`config.mk`:
```
export PLATFORM = sky130hd
export DESIGN_NAME = lbd_driver
export DESIGN_NICKNAME = d
export VERILOG_FILES = /design/src/core/lbd_pkg.sv /design/src/core/lbd_driver.sv /design/src/core/lbd_fifo.sv
export VERILOG_INCLUDE_DIRS = /design/src /design/src/core
export SDC_FILE = /design/constraint.sdc
export NUM_CORES = 1
export LEC_CHECK = 0
export BUFFER_PORTS_ARGS = -buffer_cell sky130_fd_sc_hd__buf_2
export CORE_UTILIZATION = 55
export CTS_CLUSTER_DIAMETER = 100
export DETAILED_ROUTE_END_ITERATION = 8
export PLACE_DENSITY = 0.75
export SKIP_CTS_REPAIR_TIMING = 1
export SYNTH_ARGS = -nofsm -noshare
export SYNTH_HDL_FRONTEND = slang
export SYNTH_SLANG_ARGS = --single-unit
```
`constraint.sdc`:
```
create_clock -name ref_clk -period 2.27 [get_ports ref_clk]
set_input_delay 0.1135 -clock ref_clk [delete_from_list [all_inputs] [get_ports ref_clk]]
set_output_delay 0.1135 -clock ref_clk [all_outputs]
set_load 0.02 [all_outputs]
```
`src/core/lbd_defines.svh`:
```
// constants of the latched bus driver: widths, depths, reset values
`ifndef LBD_DEFINES_SVH
`define LBD_DEFINES_SVH

// data bits carried from input word to output word
`define LBD_DATA_W 18
// words of buffering between the storage element and the output pins
`define LBD_FIFO_DEPTH 8
// stored word and output word after reset
`define LBD_STORE_RST 18'h0_0000
// pad output enable after reset: high means released, not driving
`define LBD_OE_N_RST 1'b1
// synchroniser depth for pin inputs
`define LBD_SYNC_STAGES 2

`endif

```
`src/core/lbd_pkg.sv`:
```
// types shared by the latched bus driver files
`include "lbd_defines.svh"

package lbd_pkg;

   // one data word as it travels from pins to pins
   typedef logic [`LBD_DATA_W-1:0] lbd_word_t;

   // control pins travelling together after synchronisation
   typedef struct packed
   {
      logic gate;     // transparent_gate level
      logic cap_clk;  // capture clock level
      logic drive_n;  // output_drive_n level
   } lbd_ctrl_s;

endpackage

```
`src/core/lbd_driver.sv`:
```
// 18-bit latched bus driver: transparent, edge capture, hold, tristate
`timescale 1ns/100ps
`include "lbd_defines.svh"

// Behaviour
// - eighteen bits share one gate, clock, enable
// - gate high: stored word follows input
// - gate low: capture input on clock rise
// - gate low, clock steady: hold stored word
// - drive_n high: all 18 data outputs released; path_ready keeps driving
// - drive_n low: outputs drive the stored path
module lbd_driver #(
   parameter int WIDTH = `LBD_DATA_W,
   parameter int DEPTH = `LBD_FIFO_DEPTH
) (
   input wire logic ref_clk,
   input wire logic nrst,
   input wire logic [WIDTH-1:0] data_in,
   input wire logic transparent_gate,
   input wire logic capture_clk,
   input wire logic output_drive_n,
   output logic [WIDTH-1:0] data_out,
   output logic data_oe_n,
   output logic path_ready
);

   ////////////////////////////////////////////////////////////////////
   // the word type fixes the width; other widths are refused
   generate
      if (WIDTH != $bits(lbd_pkg::lbd_word_t))
      begin : g_bad_width
         $error("lbd_driver: WIDTH must match the data word");
      end
   endgenerate

   // synchroniser stages; stage one is read only by stage two
   logic [WIDTH-1:0] data_m_r;
   logic [WIDTH-1:0] data_s_r;
   lbd_pkg::lbd_ctrl_s ctrl_m_r;
   lbd_pkg::lbd_ctrl_s ctrl_s_r;
   logic cap_old_r;              // previous synced clock level
   logic cap_rise;               // one-cycle capture event

   // storage element and its next value
   lbd_pkg::lbd_word_t store_r;
   lbd_pkg::lbd_word_t store_nxt;
   logic store_load;             // word offered to the buffer this cycle

   // output side
   logic [WIDTH-1:0] data_out_r;
   logic data_oe_n_r;
   logic path_ready_r;

   // fifo hookup
   logic fifo_in_ready;
   logic [WIDTH-1:0] fifo_out_data;
   logic fifo_out_valid;
   logic drain_ready;

   ////////////////////////////////////////////////////////////////////
   // pins arrive asynchronously; bits of a word are synced side by
   // side, so a word changing near a sample may be seen torn for one
   // cycle; the next cycle settles it
   always_ff @(posedge ref_clk)
   begin
      if (!nrst)
      begin
         data_m_r <= `LBD_STORE_RST;
         data_s_r <= `LBD_STORE_RST;
         ctrl_m_r <= {1'b0, 1'b0, `LBD_OE_N_RST};
         ctrl_s_r <= {1'b0, 1'b0, `LBD_OE_N_RST};
      end
      else
      begin
         data_m_r <= data_in;
         data_s_r <= data_m_r;
         ctrl_m_r <= {transparent_gate, capture_clk, output_drive_n};
         ctrl_s_r <= ctrl_m_r;
      end
   end

   // edge detector works on the second stage only
   always_ff @(posedge ref_clk)
   begin
      if (!nrst)
      begin
         cap_old_r <= 1'b0;
      end
      else
      begin
         cap_old_r <= ctrl_s_r.cap_clk;
      end
   end

   assign cap_rise = ctrl_s_r.cap_clk && !cap_old_r;

   ////////////////////////////////////////////////////////////////////
   // storage element; the enable plays no part here
   always_comb
   begin
      store_nxt = store_r;
      store_load = 1'b0;
      if (ctrl_s_r.gate)
      begin
         // transparent: follow, counting only real changes
         store_nxt = data_s_r;
         store_load = (data_s_r != store_r);
      end
      else if (cap_rise)
      begin
         // edge capture, even when the value is unchanged
         store_nxt = data_s_r;
         store_load = 1'b1;
      end
      else
      begin
         store_nxt = store_r;
      end
   end

   // stored word register, shared by all bits
   always_ff @(posedge ref_clk)
   begin
      if (!nrst)
      begin
         store_r <= `LBD_STORE_RST;
      end
      else
      begin
         store_r <= store_nxt;
      end
   end

   ////////////////////////////////////////////////////////////////////
   // buffer between storage and pins; it drains only while driving,
   // so a released bus lets words pile up until the buffer refuses further words
   assign drain_ready = !ctrl_s_r.drive_n;

   lbd_fifo #(
      .WIDTH(WIDTH),
      .DEPTH(DEPTH)
   ) u_fifo (
      .ref_clk(ref_clk),
      .nrst(nrst),
      .in_data(store_nxt),
      .in_valid(store_load),
      .in_ready(fifo_in_ready),
      .out_data(fifo_out_data),
      .out_valid(fifo_out_valid),
      .out_ready(drain_ready)
   );

   // output word, updated only from the buffer while driving
   always_ff @(posedge ref_clk)
   begin
      if (!nrst)
      begin
         data_out_r <= `LBD_STORE_RST;
      end
      else if (fifo_out_valid && drain_ready)
      begin
         data_out_r <= fifo_out_data;
      end
   end

   // pad enable follows the synced enable; word stays untouched
   always_ff @(posedge ref_clk)
   begin
      if (!nrst)
      begin
         data_oe_n_r <= `LBD_OE_N_RST;
         path_ready_r <= 1'b0;
      end
      else
      begin
         data_oe_n_r <= ctrl_s_r.drive_n;
         path_ready_r <= fifo_in_ready;
      end
   end

   assign data_out = data_out_r;
   assign data_oe_n = data_oe_n_r;
   assign path_ready = path_ready_r;
endmodule

```
`src/core/lbd_fifo.sv`:
```
// small first-word-fall-through fifo with valid/ready on both sides
`timescale 1ns/100ps
`include "lbd_defines.svh"

module lbd_fifo #(
   parameter int WIDTH = `LBD_DATA_W,
   parameter int DEPTH = `LBD_FIFO_DEPTH
) (
   input wire logic ref_clk,
   input wire logic nrst,
   input wire logic [WIDTH-1:0] in_data,
   input wire logic in_valid,
   output logic in_ready,
   output logic [WIDTH-1:0] out_data,
   output logic out_valid,
   input wire logic out_ready
);

   localparam int AW = (DEPTH > 1) ? $clog2(DEPTH) : 1;

   ////////////////////////////////////////////////////////////////////
   // pointer arithmetic wraps, so only powers of two are served
   generate
      if (DEPTH < 2 || (DEPTH & (DEPTH - 1)) != 0 || WIDTH < 1)
      begin : g_bad_param
         $error("lbd_fifo: DEPTH must be a power of two >= 2");
      end
   endgenerate

   logic [WIDTH-1:0] mem_r [DEPTH];  // word storage, no reset needed
   logic [AW-1:0] wr_ptr_r;          // next slot to fill
   logic [AW-1:0] rd_ptr_r;          // oldest slot
   logic [AW:0] count_r;             // words held, one bit wider
   logic push;
   logic pop;

   ////////////////////////////////////////////////////////////////////
   // honest flags straight from the count
   assign in_ready = (count_r != DEPTH[AW:0]);
   assign out_valid = (count_r != '0);
   assign out_data = mem_r[rd_ptr_r];
   assign push = in_valid && in_ready;
   assign pop = out_valid && out_ready;

   // storage write, only on an accepted word
   always_ff @(posedge ref_clk)
   begin
      if (push)
      begin
         mem_r[wr_ptr_r] <= in_data;
      end
   end

   // pointers and fill count
   always_ff @(posedge ref_clk)
   begin
      if (!nrst)
      begin
         wr_ptr_r <= '0;
         rd_ptr_r <= '0;
         count_r <= '0;
      end
      else
      begin
         if (push)
         begin
            wr_ptr_r <= wr_ptr_r + 1'b1;
         end
         if (pop)
         begin
            rd_ptr_r <= rd_ptr_r + 1'b1;
         end
         // simultaneous push and pop leave the count alone
         if (push && !pop)
         begin
            count_r <= count_r + 1'b1;
         end
         else if (pop && !push)
         begin
            count_r <= count_r - 1'b1;
         end
      end
   end

endmodule

```
**Word level (Yosys, flattened, before mapping)**

Memory sizes are Yosys's and may differ from the RTL's. A register that Yosys moved wholly into a read port is not among the register bits.
Index checks and enable logic that the tools add are counted.

- Reduce and logical (&&, ||, !) cells: 12
- Mux-type cells: 8
- Equality and inequality tests: 2
- Add/sub/neg operators: 4

Operator list:

| kind | count |
|---|---|
| $mux 18 | 2 |
| $ne 18x18->1 | 1 |
| $mux 4 | 2 |
| $add 3x1->3 const B | 2 |
| $logic_and 1x1->1 | 5 |
| $logic_not 1->1 | 5 |
| $add 4x1->4 const B | 1 |
| $mux 1 | 4 |
| $ne 4x4->1 const B | 1 |
| $reduce_bool 4->1 | 1 |
| $sub 4x1->4 const B | 1 |
| $reduce_bool 2->1 | 1 |

- Bits of input ports: 23
- Logic and storage cells: 42
- Output and inout bits: 20
- RAM bits: 144
- Bits in registers: 73
- Memories kept: 1

Memories:

| memory | words | width | read ports | clocked after memory_dff | wr ports | RTL line | source |
|---|---|---|---|---|---|---|---|
| u_fifo.mem_r | 8 | 18 | 1 | 1 | 1 | lbd_fifo.sv:30 | `logic [WIDTH-1:0] mem_r [DEPTH];` |

**Longest topological paths before layout**

- Depth after elaboration: 9
- Depth in mapped cells: 13
- Gate-level depth less buffers: 12

**Cells and area by module**

Synthesis repeated with hierarchy kept, for this count alone.

- Cells, all modules: 540
- Area total of the unflattened synthesis: 9034.9 um2

Modules (own cells, without submodules):

| module | instances | area an instance (um2) | cells each | seq. area each (um2) |
|---|---|---|---|---|
| lbd_fifo | 1 | 6213.5 | 281 | 4584.4 |
| lbd_driver | 1 | 2821.5 | 259 | 1621.6 |

**Worst setup path after synthesis**

Ideal clock, no wire load.

- Kind: flip-flop to flip-flop
- Start: register u_fifo.count_r[0]
- End: register u_fifo.count_r[3]
- Slack: -0.189 ns
- Required time: 2.199 ns
- Cell stages (with the launch flop): 14
- Period minus slack after synthesis: 2.459 ns
- Arrival: 2.388 ns
- Path buffers: 2
- Setup time: 0.071 ns
- Cell sequence: dfxtp_1 nor4_2 nor2_2 buf_4 buf_2 inv_2 ha_1 inv_1 ha_1 a21o_1 a21oi_2 xnor2_1 or3_1 a21oi_1

- Longest elaborated chain between the ends: 5
- Elaborated cells between the ends (all ways): 13
- Those cells by class: add/sub (2); eq/ne (1); mux (2); reduce/logical (8)

Ends and longest elaborated chain:

| element | RTL line | source |
|---|---|---|
| start: declaration | lbd_fifo.sv:33 | `logic [AW:0] count_r;` |
| start signal: assignment | lbd_fifo.sv:76 | `count_r <= count_r + 1'b1;` |
| start signal: assignment | lbd_fifo.sv:80 | `count_r <= count_r - 1'b1;` |
| branches (longest 5 deep; another with $sub 4x1->4) | - |  |

Parallel ways; which one is timed is not known. The select of a mux whose other input is x is not followed.
A chain may end at the register's enable or synchronous reset.

**Worst setup path after layout**

- Start: register store_r[1]
- End: register u_fifo.count_r[3]

- Longest elaborated chain between the ends: 6
- Elaborated cells between the ends (all ways): 8
- Those cells by class: eq/ne (1); mux (2); reduce/logical (5)

Ends and longest elaborated chain:

| element | RTL line | source |
|---|---|---|
| start: declaration | lbd_driver.sv:45 | `lbd_pkg::lbd_word_t store_r;` |
| start signal: assignment | lbd_driver.sv:126 | `` store_r <= `LBD_STORE_RST; `` |
| start signal: assignment | lbd_driver.sv:130 | `store_r <= store_nxt;` |
| $ne 18x18->1 * | lbd_driver.sv:107 | `store_load = (data_s_r != store_r);` |
| $mux 1 * | lbd_driver.sv:103 | `if (ctrl_s_r.gate)` |
| $logic_and 1x1->1 * | lbd_fifo.sv:42 | `assign push = in_valid && in_ready;` |
| net u_fifo.push | lbd_fifo.sv:34 | `logic push;` |
| $logic_not 1->1 | lbd_fifo.sv:78 | `else if (pop && !push)` |
| $logic_and 1x1->1 | lbd_fifo.sv:78 |  |
| $reduce_bool 2->1 (no source line) | - |  |

Mark *: on every way through the listed nets, which the timed path passes. The rest lies on a longest branch.

==> flow_summary.toml <==
[die]
die_y_um = 129.5
dieArea_um2 = 16780
ios = 43
die_x_um = 129.5
start_util_pct = 56.32
core_area_um2 = 15890
rows = 46

[grt]
grt_max_degree = 56
antenna_found_initial = 0
grt_pass1_vias = 4711
grt-ovfl-total = 0
grt.total_usage_pct = 20.46
grt_pass1_wl_um = 25340

[clocking]
clkSlewWorstSetupHoldPaths_ns = 0.07
clock_latency_ns = 0.51
cts_made_buffers = 24
clock_path_buffers = 3
cts.sinks = 235
cts_tree = "yes"
cts_max_level = 1
cts-root-buf = "clkbuf_16"

[worst_hold_path]
min_path_type = "input pin to flop"

[timing]
worstMarginPinSlew_ns = 0.4368
slew_viol_final = 0
finalCritPeriodShare_pct = 105.8
max_freq_mhz = 416.3
skew_ns = 0.01218
holdWs_ns = 0.03772
slew_headroom_pct = 70.88
timing.final.ws_setup_ns = -0.1323
hold_viol = 0
setup-violations-final = 1
rsz0062_at_grt = "yes"
period_needed_ns = 2.402

[placement]
place_ws_ns = -0.1541
dp.cells = 781
globalplace.congestion = 0.7443
port_buffers = 42
dp_hpwl_um = 9277

[power]
p_total_mw = 9.625
vdd_ir_drop_max_mv = 0.8261
powerDensity_nw_per_um2 = 920.0
leakage_nw = 3.789

[route]
postRouteAntennaNets = 0
detail_route.wl_per_cell_um = 19.03
vias_per_cell = 5.336
drc = 0
vias = 4514
drt_pre_antenna_iters = 4
drt_iter0_drc = 340
postRouteWirelength_um = 16100

[worst_setup_path]
path_class = "flop to flop"
setup.worst_path.start = "store_r[1]$_SDFF_PN0_"
r2r_end = "u_fifo.count_r[3]$_SDFFE_PN0P_"
r2r_cells = 12
endpoint = "u_fifo.count_r[3]$_SDFFE_PN0P_"
cp.arrival_ns = 2.84
critPathMaxFanout = 3
startpoint_type = "flop"
ff2ff_setup_slack_ns = -0.13
cp.required_ns = 2.70
end_kind = "flop"
r2r-start = "store_r[1]$_SDFF_PN0_"

[cells_and_area]
register_area_um2 = 6148
drive_above_1_share_pct = 25.08
fin_nets = 641
fin_util_pct = 65.86
instances_no_fill = 846
fill_cells = 1097
syn_to_final_growth_pct = 16.94
multi_input_area_um2 = 2590
diodes = 0

[logic_synthesis]
ys_async_sr_fraction_pct = 0
synth_cells = 525
synth.area.top_cells = "edfxtp_1 48%, dfxtp_1 20%, mux4_2 7.3%"
ys_seq_area_share_pct = 68.70
synth_flop_cell = "edfxtp_1"
yosysTopAreaCell = "edfxtp_1"
ys_types = 49
synth-edff-count = 144
ys_warn_count = 0
synth_area_um2 = 8946
synth.ff_latch_count = 235
synth_top_area_share_pct = 48.34
syn-num-nets = 554
post_synth.cell_area_avg_um2 = 17.04

[run_status]
violations = "setup timing"
run_status = "finished, violations left"

[job]
drv_cap = 0
-- through the flow --
stage	setup TNS (ns)	instance area (um^2)
3_3_place_gp	-0.02232	9427
5_1_grt	-0.2890	10460
4_1_cts	-0.1620	10240
2_1_floorplan	-0.02485	8974
3_5_place_dp	-0.1541	9427
6_report	-0.1323	10460
-- layout by cell type (no fill, tap or decap), types with 3 or more instances in the layout --
cell and count:
nor3_1 4, and4b_1 3, mux2i_1 23, mux4_1 7, buf_4 21, mux2_1 9
nand2_1 8, bufinv_16 3, and2_1 60, mux4_2 29, ha_1 4, mux2_4 9
clkbuf_16 25, clkbuf_1 4, buf_2 42, a211oi_1 18, dfxtp_1 89, dlygate4sd3_1 21
o211ai_1 3, xnor2_1 21, nand2b_1 3, edfxtp_1 144, clkinv_2 6, clkbuf_8 3
nand4_1 4, nor2_1 29
-- final cells by class --
type	count	area share (%)
Tap cell	216	2.583
Sequential cell	235	58.77
Multi-Input combinational cell	261	24.76
Clock inverter	12	1.292
Timing Repair Buffer	86	5.908
Clock buffer	32	6.518
Inverter	4	0.1674
-- worst max-delay path, cell delays in order, from the launching register on --
cell and delay, ns:
dfxtp_1 0.33, xnor2_1 0.17, nand4_1 0.21, nor3_4 0.24
a21oi_4 0.09, ha_4 0.17, inv_2 0.06, ha_1 0.22
a21o_1 0.17, a21oi_2 0.14, xnor2_1 0.09, or3_1 0.31
a21oi_1 0.14
-- sequential cells by signal, indices dropped and copies added (netlist names) --
signal	flops
data_m_r	18
data_oe_n	1
ctrl_s_r	3
u_fifo.count_r	4
store_r	18
ctrl_m_r	3
u_fifo.rd_ptr_r	3
u_fifo.wr_ptr_r	3
data_out	18
u_fifo.mem_r	144
data_s_r	18
cap_old_r	1
path_ready	1
-- cell families after synthesis --
group                      after synthesis  share of synthesized area, %
DFF                                    235                         68.70
AOI/OAI and AO/OA                       28                         2.336
adders and majority gates                6                        0.9231
and+or+nand+nor                        127                         8.560
buffers and inverters                   29                         2.657
muxes                                   77                         14.57
xor gates and xnor gates                23                         2.252
-- cell usage after synthesis (2+ instances only) --
library cell / n
mux2_4: 9
nor3_1: 4
xnor2_1: 22
nor2_1: 29
and4b_1: 3
mux4_1: 7
nand2b_1: 3
inv_1: 2
and2_1: 60
o211ai_1: 3
mux2i_1: 23
a21oi_1: 2
clkbuf_1: 9
nand2_1: 8
buf_12: 5
mux2_1: 9
buf_2: 4
buf_4: 3
nand4_1: 4
nand3_1: 2
edfxtp_1: 144
a211oi_1: 18
a21oi_2: 2
mux4_2: 29
ha_1: 5
dfxtp_1: 91
and4bb_1: 2
buf_6: 2
-- report_power, final --
group          switching, mW  internal, mW
Sequential            0.0857          4.69
Clock                   1.55          2.45
Combinational          0.441         0.412
Total                   2.08          7.55
-- routing by layer --
metal  wire [um]  GRT usage (%)  share of wire, %
met1        6918          27.25                43
met2        8155          35.14                51
met3         746          3.262               4.6
met4         281          5.677               1.7
met5           0              0                 0
-- worst min path at each step --
stage / from / to / slack [ns] / cells past startpoint
CTS: output_drive_n / ctrl_m_r[0]$_SDFF_PN1_ / -0.23 / 2
finish: nrst / u_fifo.rd_ptr_r[2]$_SDFFE_PN0P_ / 0.04 / 2
global placement: output_drive_n / ctrl_m_r[0]$_SDFF_PN1_ / 0.30 / 2
global route: nrst / store_r[6]$_SDFF_PN0_ / 0.03 / 2
floorplan: output_drive_n / ctrl_m_r[0]$_SDFF_PN1_ / 0.21 / 1
detailed placement: output_drive_n / ctrl_m_r[0]$_SDFF_PN1_ / 0.30 / 2
Power figures use the tool's default switching activity.
